$ cat src/core/lcd_pkg.sv
// Package: register map, field layout and reset values of the link configuration bank
package lcd_pkg;

	// Register indices; the byte address is four times the index
	localparam logic [11:0] LCD_IDX_VERSION_SAMPLES = 12'h459;
	localparam logic [11:0] LCD_IDX_DENSITY_CTRLWORDS = 12'h45a;
	localparam logic [11:0] LCD_IDX_RESERVED_ONE = 12'h45b;
	localparam logic [11:0] LCD_IDX_RESERVED_TWO = 12'h45c;
	localparam logic [11:0] LCD_IDX_CONFIG_CHECKSUM = 12'h45d;
	localparam logic [11:0] LCD_IDX_LANE_DESKEW = 12'h46c;
	localparam logic [11:0] LCD_IDX_IRQ_STATUS = 12'h470;
	localparam logic [11:0] LCD_IDX_IRQ_MASK = 12'h471;
	localparam logic [11:0] LCD_IDX_LINK_CONTROL = 12'h472;
	localparam int LCD_ADDR_W = 14;

	// Field positions
	localparam int LCD_VER_LSB = 5;
	localparam int LCD_VER_W = 3;
	localparam int LCD_SPF_W = 5;
	localparam int LCD_HD_BIT = 7;
	localparam int LCD_CF_W = 5;
	localparam int LCD_CTL_DEFRAMER_RESET_BIT = 0;
	localparam int LCD_CTL_SKIP_ALIGN_BIT = 1;
	localparam int LCD_LANE6 = 6;
	localparam int LCD_LANES = 8;

	// Version codes
	localparam logic [2:0] LCD_VER_REV_A = 3'h0;
	localparam logic [2:0] LCD_VER_REV_B = 3'h1;

	// Reset values
	localparam logic [2:0] LCD_VER_RESET = 3'h0;
	localparam logic [4:0] LCD_SPF_RESET = 5'h01;
	localparam logic LCD_HD_RESET = 1'b1;
	localparam logic [4:0] LCD_CF_RESET = 5'h00;
	localparam logic [7:0] LCD_RES_RESET = 8'h00;
	localparam logic [7:0] LCD_CHECKSUM_RESET = 8'h00;
	localparam logic [7:0] LCD_DESKEW_RESET = 8'h00;
	localparam logic [1:0] LCD_CTL_RESET = 2'h1;

	// AHB codes
	localparam logic [1:0] LCD_HTRANS_NONSEQ = 2'h2;
	localparam logic [2:0] LCD_HSIZE_WORD = 3'h2;

endpackage

$ cat src/core/lcd_bank.sv
// Link configuration and lane deskew status register bank with AHB-Lite slave
//
// Local design decision: the AHB-Lite interface to the registers.
`timescale 1ns/1ps
`default_nettype none

module lcd_bank
	import lcd_pkg::*;
(
	// Clock and reset
	input wire logic clk_sys_in,
	input wire logic reset_in,
	// AHB-Lite slave
	input wire logic hsel_in,
	input wire logic [31:0] haddr_in,
	input wire logic [1:0] htrans_in,
	input wire logic hwrite_in,
	input wire logic [2:0] hsize_in,
	input wire logic [31:0] hwdata_in,
	input wire logic hready_in,
	output logic [31:0] hrdata_out,
	output logic hreadyout_out,
	output logic hresp_out,
	// Lane status from the deframer, asynchronous
	input wire logic [LCD_LANES-1:0] lane_deskew_in,
	input wire logic lane6_sync_in,
	// Configuration to the deframer
	output logic quad_byte_deframer_reset_out,
	output logic skip_alignment_sequence_out,
	output logic [2:0] link_standard_version_out,
	output logic [7:0] reserved_byte_one_out,
	output logic [7:0] reserved_byte_two_out,
	output logic [7:0] config_checksum_out,
	// Interrupt
	output logic irq_out
);

	typedef struct packed {
		logic [LCD_LANES-1:0] sync1;
		logic [LCD_LANES-1:0] sync2;
		logic [LCD_LANES-1:0] status_prev;
		logic wr_pend;
		logic [LCD_ADDR_W-1:0] wr_addr;
		logic [2:0] version;
		logic [7:0] res_one;
		logic [7:0] res_two;
		logic [7:0] checksum;
		logic [1:0] ctl;
		logic [LCD_LANES-1:0] irq_stat;
		logic [LCD_LANES-1:0] irq_mask;
		logic [31:0] rdata;
		logic irq;
		logic ready;
		logic resp;
	} lcd_state_s;

	lcd_state_s st;
	lcd_state_s next_st;

	// Decode used for both the read and write paths
	function automatic logic addr_is(input logic [LCD_ADDR_W-1:0] a,
			input logic [11:0] idx);
		return a == {idx, 2'b00};
	endfunction

	logic [LCD_LANES-1:0] lane_raw;
	logic addr_phase;
	logic [LCD_ADDR_W-1:0] rd_addr;
	logic [LCD_LANES-1:0] rise;
	logic [LCD_LANES-1:0] wclr;
	logic [7:0] rd_byte;

	// Lane 6 carries the sync flag instead of a deskew flag
	always_comb begin
		lane_raw = lane_deskew_in;
		lane_raw[LCD_LANE6] = lane6_sync_in;
	end

	assign addr_phase = hsel_in && hready_in && htrans_in == LCD_HTRANS_NONSEQ;
	assign rd_addr = haddr_in[LCD_ADDR_W-1:0];

	always_comb begin
		next_st = st;
		rd_byte = 8'h00;
		wclr = '0;
		// Two-stage synchroniser; only sync2 is read by logic
		next_st.sync1 = lane_raw;
		next_st.sync2 = st.sync1;
		next_st.status_prev = st.sync2;
		// No wait states and no error response, kept in flops for clean outputs
		next_st.ready = 1'b1;
		next_st.resp = 1'b0;
		// Loss of deskew or sync is the event worth an interrupt
		rise = st.status_prev & ~st.sync2;
		// Write data phase
		if (st.wr_pend) begin
			if (addr_is(st.wr_addr, LCD_IDX_VERSION_SAMPLES))
				next_st.version = hwdata_in[LCD_VER_LSB +: LCD_VER_W];
			if (addr_is(st.wr_addr, LCD_IDX_RESERVED_ONE))
				next_st.res_one = hwdata_in[7:0];
			if (addr_is(st.wr_addr, LCD_IDX_RESERVED_TWO))
				next_st.res_two = hwdata_in[7:0];
			// Stored as given; the hardware does not recompute it
			if (addr_is(st.wr_addr, LCD_IDX_CONFIG_CHECKSUM))
				next_st.checksum = hwdata_in[7:0];
			if (addr_is(st.wr_addr, LCD_IDX_LINK_CONTROL))
				next_st.ctl = hwdata_in[1:0];
			if (addr_is(st.wr_addr, LCD_IDX_IRQ_MASK))
				next_st.irq_mask = hwdata_in[LCD_LANES-1:0];
			if (addr_is(st.wr_addr, LCD_IDX_IRQ_STATUS))
				wclr = hwdata_in[LCD_LANES-1:0];
		end
		// Set wins over a write-one clear in the same cycle
		next_st.irq_stat = (st.irq_stat & ~wclr) | rise;
		next_st.irq = |(next_st.irq_stat & next_st.irq_mask);
		// Address phase
		next_st.wr_pend = addr_phase && hwrite_in;
		next_st.wr_addr = rd_addr;
		if (addr_phase && !hwrite_in) begin
			if (addr_is(rd_addr, LCD_IDX_VERSION_SAMPLES))
				rd_byte = {next_st.version, LCD_SPF_RESET};
			else if (addr_is(rd_addr, LCD_IDX_DENSITY_CTRLWORDS))
				rd_byte = {LCD_HD_RESET, 2'b00, LCD_CF_RESET};
			else if (addr_is(rd_addr, LCD_IDX_RESERVED_ONE))
				rd_byte = next_st.res_one;
			else if (addr_is(rd_addr, LCD_IDX_RESERVED_TWO))
				rd_byte = next_st.res_two;
			else if (addr_is(rd_addr, LCD_IDX_CONFIG_CHECKSUM))
				rd_byte = next_st.checksum;
			else if (addr_is(rd_addr, LCD_IDX_LANE_DESKEW))
				rd_byte = st.sync2;
			else if (addr_is(rd_addr, LCD_IDX_IRQ_STATUS))
				rd_byte = next_st.irq_stat;
			else if (addr_is(rd_addr, LCD_IDX_IRQ_MASK))
				rd_byte = next_st.irq_mask;
			else if (addr_is(rd_addr, LCD_IDX_LINK_CONTROL))
				rd_byte = {6'h00, next_st.ctl};
			next_st.rdata = {24'h000000, rd_byte};
		end
	end

	always_ff @(posedge clk_sys_in or posedge reset_in) begin
		if (reset_in) begin
			st.sync1 <= LCD_DESKEW_RESET;
			st.sync2 <= LCD_DESKEW_RESET;
			st.status_prev <= LCD_DESKEW_RESET;
			st.wr_pend <= 1'b0;
			st.wr_addr <= '0;
			st.version <= LCD_VER_RESET;
			st.res_one <= LCD_RES_RESET;
			st.res_two <= LCD_RES_RESET;
			st.checksum <= LCD_CHECKSUM_RESET;
			st.ctl <= LCD_CTL_RESET;
			st.irq_stat <= '0;
			st.irq_mask <= '0;
			st.rdata <= 32'h00000000;
			st.irq <= 1'b0;
			st.ready <= 1'b1;
			st.resp <= 1'b0;
		end else begin
			st <= next_st;
		end
	end

	assign hrdata_out = st.rdata;
	assign hreadyout_out = st.ready;
	assign hresp_out = st.resp;
	assign irq_out = st.irq;
	assign quad_byte_deframer_reset_out = st.ctl[LCD_CTL_DEFRAMER_RESET_BIT];
	// Status is meaningless to software while this is set
	assign skip_alignment_sequence_out = st.ctl[LCD_CTL_SKIP_ALIGN_BIT];
	// Fields are passed on unguarded; software keeps them stable
	assign link_standard_version_out = st.version;
	assign reserved_byte_one_out = st.res_one;
	assign reserved_byte_two_out = st.res_two;
	assign config_checksum_out = st.checksum;

	// Write reaches the version field one cycle after the data phase
	chk_version_write: assert property (@(posedge clk_sys_in)
		disable iff (reset_in)
		st.wr_pend && addr_is(st.wr_addr, LCD_IDX_VERSION_SAMPLES)
		|=> link_standard_version_out == $past(hwdata_in[7:5]))
		else $error("version field not written");

	chk_version_hold: assert property (@(posedge clk_sys_in)
		disable iff (reset_in)
		!(st.wr_pend && addr_is(st.wr_addr, LCD_IDX_VERSION_SAMPLES))
		|=> $stable(link_standard_version_out))
		else $error("version field changed without write");

	chk_reserved_write: assert property (@(posedge clk_sys_in)
		disable iff (reset_in)
		st.wr_pend && addr_is(st.wr_addr, LCD_IDX_RESERVED_TWO)
		|=> reserved_byte_two_out == $past(hwdata_in[7:0]))
		else $error("reserved byte two not written");

	chk_res_one_write: assert property (@(posedge clk_sys_in)
		disable iff (reset_in)
		st.wr_pend && addr_is(st.wr_addr, LCD_IDX_RESERVED_ONE)
		|=> reserved_byte_one_out == $past(hwdata_in[7:0]))
		else $error("reserved byte one not written");

	chk_res_one_hold: assert property (@(posedge clk_sys_in)
		disable iff (reset_in)
		!(st.wr_pend && addr_is(st.wr_addr, LCD_IDX_RESERVED_ONE))
		|=> $stable(reserved_byte_one_out))
		else $error("reserved byte one changed without write");

	chk_res_two_hold: assert property (@(posedge clk_sys_in)
		disable iff (reset_in)
		!(st.wr_pend && addr_is(st.wr_addr, LCD_IDX_RESERVED_TWO))
		|=> $stable(reserved_byte_two_out))
		else $error("reserved byte two changed without write");

	chk_checksum_hold: assert property (@(posedge clk_sys_in)
		disable iff (reset_in)
		!(st.wr_pend && addr_is(st.wr_addr, LCD_IDX_CONFIG_CHECKSUM))
		|=> $stable(config_checksum_out))
		else $error("checksum changed without write");

	chk_checksum_write: assert property (@(posedge clk_sys_in)
		disable iff (reset_in)
		st.wr_pend && addr_is(st.wr_addr, LCD_IDX_CONFIG_CHECKSUM)
		|=> config_checksum_out == $past(hwdata_in[7:0]))
		else $error("checksum not written");

	chk_checksum_read: assert property (@(posedge clk_sys_in)
		disable iff (reset_in)
		addr_phase && !hwrite_in
		&& addr_is(rd_addr, LCD_IDX_CONFIG_CHECKSUM)
		|=> hrdata_out[7:0] == config_checksum_out)
		else $error("checksum read differs from field");

	chk_samples_read: assert property (@(posedge clk_sys_in)
		disable iff (reset_in)
		addr_phase && !hwrite_in
		&& addr_is(rd_addr, LCD_IDX_VERSION_SAMPLES)
		|=> hrdata_out[4:0] == 5'h01)
		else $error("samples per frame not one");

	chk_density_read: assert property (@(posedge clk_sys_in)
		disable iff (reset_in)
		addr_phase && !hwrite_in
		&& addr_is(rd_addr, LCD_IDX_DENSITY_CTRLWORDS)
		|=> hrdata_out[7:0] == 8'h80)
		else $error("density or control words wrong");

	// Bit 6 of the deskew input is unused and must not leak through
	chk_deskew_sync: assert property (@(posedge clk_sys_in)
		disable iff (reset_in)
		##2 (st.sync2 & 8'hbf) == ($past(lane_deskew_in, 2) & 8'hbf))
		else $error("deskew status not two stages late");

	chk_deskew_read: assert property (@(posedge clk_sys_in)
		disable iff (reset_in)
		addr_phase && !hwrite_in && addr_is(rd_addr, LCD_IDX_LANE_DESKEW)
		|=> hrdata_out == {24'h000000, $past(st.sync2)})
		else $error("deskew read differs from status");

	chk_lane6_sync: assert property (@(posedge clk_sys_in)
		disable iff (reset_in)
		##2 st.sync2[6] == $past(lane6_sync_in, 2))
		else $error("lane 6 bit not sync status");

	chk_lane6_read: assert property (@(posedge clk_sys_in)
		disable iff (reset_in)
		addr_phase && !hwrite_in && addr_is(rd_addr, LCD_IDX_LANE_DESKEW)
		|=> hrdata_out[6] == $past(st.sync2[6]))
		else $error("lane 6 read differs from sync");

	chk_read_upper: assert property (@(posedge clk_sys_in)
		disable iff (reset_in)
		addr_phase && !hwrite_in
		|=> hrdata_out[31:8] == 24'h000000)
		else $error("read data upper bits not zero");

	chk_rdata_stands: assert property (@(posedge clk_sys_in)
		disable iff (reset_in)
		!(addr_phase && !hwrite_in)
		|=> $stable(hrdata_out))
		else $error("read data changed without read");

	chk_ready_high: assert property (@(posedge clk_sys_in)
		disable iff (reset_in)
		hreadyout_out == 1'b1)
		else $error("ready dropped");

	chk_resp_okay: assert property (@(posedge clk_sys_in)
		disable iff (reset_in)
		hresp_out == 1'b0)
		else $error("response not okay");

	chk_control_write: assert property (@(posedge clk_sys_in)
		disable iff (reset_in)
		st.wr_pend && addr_is(st.wr_addr, LCD_IDX_LINK_CONTROL)
		|=> {skip_alignment_sequence_out, quad_byte_deframer_reset_out}
		== $past(hwdata_in[1:0]))
		else $error("link control not written");

	chk_control_hold: assert property (@(posedge clk_sys_in)
		disable iff (reset_in)
		!(st.wr_pend && addr_is(st.wr_addr, LCD_IDX_LINK_CONTROL))
		|=> $stable(quad_byte_deframer_reset_out))
		else $error("deframer reset changed without write");

	chk_mask_write: assert property (@(posedge clk_sys_in)
		disable iff (reset_in)
		st.wr_pend && addr_is(st.wr_addr, LCD_IDX_IRQ_MASK)
		|=> st.irq_mask == $past(hwdata_in[7:0]))
		else $error("mask not written");

	chk_irq_clear: assert property (@(posedge clk_sys_in)
		disable iff (reset_in)
		st.wr_pend && addr_is(st.wr_addr, LCD_IDX_IRQ_STATUS) && !(|rise)
		|=> (st.irq_stat & $past(hwdata_in[7:0])) == 8'h00)
		else $error("status bit not cleared");

	chk_irq_sticky: assert property (@(posedge clk_sys_in)
		disable iff (reset_in)
		!(st.wr_pend && addr_is(st.wr_addr, LCD_IDX_IRQ_STATUS))
		|=> (st.irq_stat & $past(st.irq_stat)) == $past(st.irq_stat))
		else $error("status bit lost without clear");

	chk_irq_set: assert property (@(posedge clk_sys_in)
		disable iff (reset_in)
		(|rise) |=> ((st.irq_stat & $past(rise)) == $past(rise)))
		else $error("status bit lost on event");

	chk_irq_level: assert property (@(posedge clk_sys_in)
		disable iff (reset_in)
		##1 irq_out == |($past(next_st.irq_stat & next_st.irq_mask)))
		else $error("irq does not follow masked status");

endmodule

`default_nettype wire

$ cat config.mk
export PLATFORM = sky130hd
export DESIGN_NAME = lcd_bank
export DESIGN_NICKNAME = d
export VERILOG_FILES = /design/src/core/lcd_pkg.sv /design/src/core/lcd_bank.sv
export SDC_FILE = /design/constraint.sdc
export NUM_CORES = 1
export LEC_CHECK = 0
export BUFFER_PORTS_ARGS = -buffer_cell sky130_fd_sc_hd__buf_2
export CORE_UTILIZATION = 51
export CTS_CLUSTER_SIZE = 10
export DETAILED_ROUTE_END_ITERATION = 16
export GPL_TIMING_DRIVEN = 0
export PLACE_DENSITY = 0.78
export SYNTH_ARGS = -nofsm -noshare
export SYNTH_HDL_FRONTEND = slang
export SYNTH_SLANG_ARGS = --single-unit
export TNS_END_PERCENT = 10
$ cat constraint.sdc
create_clock -name clk_sys_in -period 3.25 [get_ports clk_sys_in]
set_input_delay 0.325 -clock clk_sys_in [delete_from_list [all_inputs] [get_ports clk_sys_in]]
set_output_delay 0.325 -clock clk_sys_in [all_outputs]
set_load 0.05 [all_outputs]
# == Yosys cells after proc, flatten, opt, wreduce, memory -nomap -nowiden ==
# Cells that the tools add are included.
# word_totals
register_bits,93
out_inout_bits,64
input_bits,83
# classes
mux,19
n_bitwise,6
n_reduce_logical,6
n_eq_ne,17
# ops
op,count
"== test 14 x 13 -> 1 bit, second input constant",16
two-way mux 8 bit,15
two-way mux 29 bit,1
bitwise AND 8 bit,3
inverter 8 bit,2
OR 8 bit,1
OR reduction 8 bit,1
logical AND 1 bit,4
two-way mux 2 bit,2
two-way mux 3 bit,1
"== test 2 bit, second input constant",1
logical NOT 1 bit,1

# == Depth between registers and ports, before layout ==
# depth
ltp_word,13
depth_mapped,7
depth_no_buf,6

# == Least setup slack after synthesis ==
# OpenSTA, ideal clock, no wires.
# synth_timing
path_type,register to register
startpoint,reg st[81] in the netlist's numbering
endpoint,reg st (netlist bit hrdata_out[2])
setup_ps,125
slack_ps,1128
stages_incl_launch_ff,8
arrival_time_ps,1997
path_buffers,1
cell_sequence,dfrtp_1 -> nor4b_4 -> and4_1 -> buf_6 -> mux2_2 -> a221oi_1 -> nor2_1 -> o21bai_1
# synth_rtl
element,line,rtl
from (decl),lcd_bank.sv:57,lcd_state_s st;
from (signal assigned),lcd_bank.sv:161,st <= next_st;

# == Worst setup path after layout ==
# layout_timing
startpoint,reg st[83] in the netlist's numbering
endpoint,reg st (netlist bit hrdata_out[0])
# layout_between
elab_chain_cells,13
word_cells_on_any_way,27
cone_classes,eq/ne: 6; mux: 18; bitwise: 3
# layout_lines
element,line,rtl
== test 14 x 13 -> 1 bit,lcd_bank.sv:63,"return a == {idx, 2'b00};"
two-way mux 8 bit,lcd_bank.sv:110,"if (addr_is(st.wr_addr, LCD_IDX_IRQ_STATUS))"
two-way mux 8 bit,lcd_bank.sv:96,if (st.wr_pend) begin
inverter 8 bit,lcd_bank.sv:114,next_st.irq_stat = (st.irq_stat & ~wclr) | rise;
bitwise AND 8 bit,lcd_bank.sv:114,
OR 8 bit,lcd_bank.sv:114,
two-way mux 8 bit,lcd_bank.sv:132,"else if (addr_is(rd_addr, LCD_IDX_IRQ_STATUS))"
two-way mux 8 bit,lcd_bank.sv:130,"else if (addr_is(rd_addr, LCD_IDX_LANE_DESKEW))"
two-way mux 8 bit,lcd_bank.sv:128,"else if (addr_is(rd_addr, LCD_IDX_CONFIG_CHECKSUM))"
two-way mux 8 bit,lcd_bank.sv:126,"else if (addr_is(rd_addr, LCD_IDX_RESERVED_TWO))"
two-way mux 8 bit (*),lcd_bank.sv:124,"else if (addr_is(rd_addr, LCD_IDX_RESERVED_ONE))"
two-way mux 8 bit (*),lcd_bank.sv:122,"else if (addr_is(rd_addr, LCD_IDX_DENSITY_CTRLWORDS))"
two-way mux 8 bit (*),lcd_bank.sv:120,"if (addr_is(rd_addr, LCD_IDX_VERSION_SAMPLES))"
# Mark *: on every way between the ends. The rest lies on a longest branch, timed or not.
# A chain may end at the register's enable or synchronous reset.

==> out/results.ini <==
[timing]
slew_headroom_pct = 46.33
holdWs_ns = 0.05696
fin_crit_ns = 2.600
rsz0062_at_grt = no
final.setup.tns_ns = 0
worst-slew-pin-transition_ns = 0.8021
hold_viol = 0
setup_viol = 0
finClkSkew_ns = 0.02028
post-route-period-util_pct = 79.99
drv_slew = 0
fmax_mhz = 384.7

[clocking]
clkTransAtPathRegs_ns = 0.10
insertion_delay_ns = 0.37
cts_num_sinks = 93
cts-root-buf = clkbuf_8
cts_buffers = 9
cts_resized = 0
cts_tree = done
ctsLongestPathBuffers = 2
htreeDepth = 3

[cells_and_area]
final_util_pct = 62.90
final_nets = 567
mostFrequentLayoutCells = 92 x dfrtp_1, 75 x buf_2, 64 x buf_4
final_common_cell = dfrtp_1
drive_gt1_share_pct = 41.10
syn_to_final_growth_pct = 18.69
antenna_cells = 0

[critical_path]
critical_path_class = reg -> reg
reg2reg_depth = 6
reg2reg_from = st[83]
arrival_ns = 2.84
end_kind = flip-flop
rrSetupSlack_ns = 0.65
setup.worst_path.start = st[83]
cp.required_ns = 3.49
r2r_end = hrdata_out[0]
crit_end = hrdata_out[0]
start_kind = flip-flop
worstPathMaxFanout = 8

[floorplanning]
initial_core_util_pct = 52.99
die_y_um = 94.86
num_rows = 33
dieWidth_um = 94.86
coreArea_sq_um = 8299
die_area_sq_um = 8998
io-pin-count = 147

[yosys]
yosysWarnings = 0
synth.distinct_cells = 65
ys_async_sr_fraction_pct = 100.0
ys.flop_type = dfrtp_1
synth-seq-cells = 93
synth_edf_count = 0
ys_seq_area_share_pct = 52.94
avgSynthCellArea_sq_um = 11.79
synthesis.area_sq_um = 4398
synthCells = 373

[power_and_ir_drop]
power_density_nw_per_um2 = 454.2
vdd_drop_max_mv = 0.2469
combinationalPowerShare_pct = 16.3
power_frac_seq_pct = 52.3
p_int_mw = 1.648
leakage_nw = 2.611
p_sw_uw = 723.3
swShare_pct = 30.50
clkPwrFrac_pct = 31.4

[grt]
grt_max_degree = 77
grt_use_total_pct = 22.31
grt_pass1_vias = 3014
antenna_found_initial = 0
grt_first_pass_wirelength_um = 14900
overflow = 0

[worst_hold_path]
hold_start = lane_deskew_in[2]
hp-class = in -> reg

[route]
first_pass_iters = 4
drtAntennaViolNets = 0
dr_total_vias = 3163
drc = 0
avgRoutedWirePerCell_um = 16.04
finalWirelength_um = 9526
avgViaCountPerCell = 5.325
drtIter0Drc = 213

[flow_run]
maxCapViolCount = 0

[placement]
hpwl_um = 7137
place.gp.congestion = 0.8579
numPortBuffers = 74

[run_status]
status = finished, final reports clean

==> state kept, by name, summed over array words and instances, names as in the netlist <==
name,count
irq_out,1
quad_byte_deframer_reset_out,1
reserved_byte_one_out,8
link_standard_version_out,3
st,39
skip_alignment_sequence_out,1
reserved_byte_two_out,8
config_checksum_out,8
next_st,16
hrdata_out,8
==> worst min-delay path by stage <==
stage                        end  slack, ns  depth (start not counted)
floorplan           next_st[100]       0.33                          0
global placement     next_st[99]       0.33                          0
detailed placement        st[95]       0.28                          2
CTS                 next_st[107]       0.04                          1
global route        next_st[107]       0.04                          1
finish              next_st[105]       0.06                          1
==> power by group through the flow <==
stage	logic, mW	clock network (mW)	registers (mW)
6_report	0.387	0.744	1.24
5_1_grt	0.414	0.795	1.24
4_1_cts	0.388	0.754	1.24
3_5_place_dp	0.386	0	1.26
3_3_place_gp	0.374	0	1.26
2_1_floorplan	0.298	0	1.26
==> per-layer routing <==
metal / global-route usage (%) / vias up / share of wire (%)
met5: 0 / - / 0
met4: 8.333 / 0 / 1.8
met3: 5.072 / 17 / 6.6
met2: 37.71 / 129 / 50
met1: 27.88 / 1542 / 42
li1: - / 1475 / -
==> stage by stage <==
step                      worst slack, ns  power (mW)  instances  cell area, sq um
after CTS                          0.7343       2.381        594              5220
after detailed placement           0.7522       1.648        577              5020
after floorplan                    0.5063       1.556        397              4488
final                              0.6504       2.371        594              5220
after global placement            -0.4063       1.634        576              4990
after global routing               0.4958       2.453        594              5220
==> critical path, cell delays in order (launching register included) <==
cell and delay, ns:
dfrtp_1 0.39, nor3_1 0.56, nand4_2 0.52, mux2i_1 0.35
o221ai_1 0.14, o31ai_1 0.41, a21oi_2 0.10
==> cells in the mapped netlist, drive strengths merged, types with 2 or more instances <==
master,number,share of area [%]
nor4bb,2,0.46
conb,2,0.17
or2,4,0.57
a22o,5,1.0
nand2b,3,0.43
a2bb2oi,2,0.40
or3,5,0.71
nand4,7,1.5
o221ai,8,1.6
nor2,15,1.3
nor3,8,1.0
nand3,3,0.34
a221oi,7,1.4
and4,3,0.65
clkbuf,2,0.20
mux2i,10,2.3
and2,2,0.28
inv,20,1.7
o21bai,3,0.51
and4b,3,0.68
a22oi,4,0.68
nand2,15,1.3
nor2b,6,0.85
a21oi,7,0.88
buf,66,11
a21boi,2,0.34
a211oi,2,0.34
o22ai,2,0.28
nor4b,3,1.3
dfrtp,92,52
o21ai,9,1.1
mux2,27,7.1
xor2,2,0.40
o21a,4,0.68
==> area by class of cell <==
type	count	area [sq um]
buffer	68	505.5
sequential	93	2328
fill	709	3079
inverter	20	77.57
tap	105	131.4
clock buffer	10	137.6
multi-input combinational	216	1579
clock inverter	6	52.55
timing repair buffer	76	407.9
==> cell families (layout without fill, tap and decap cells) <==
logic type | Yosys count | after routing | share of synthesized area [%]
mux | 37 | 37 | 9.360
xor+xnor | 2 | 2 | 0.3984
flops | 93 | 93 | 52.94
simple gates | 86 | 86 | 12.69
other cells | 2 | 26 | 0.1708
compound gates | 65 | 65 | 11.24
buf+inv | 88 | 180 | 13.20
==> what timing repair did <==
action,CTS,global route
setup endpoints to repair,0,0
hold endpoints to repair,16,0
buffers inserted,0,0
hold buffers,1,0
Note: power is estimated with default switching activity, not from simulation.
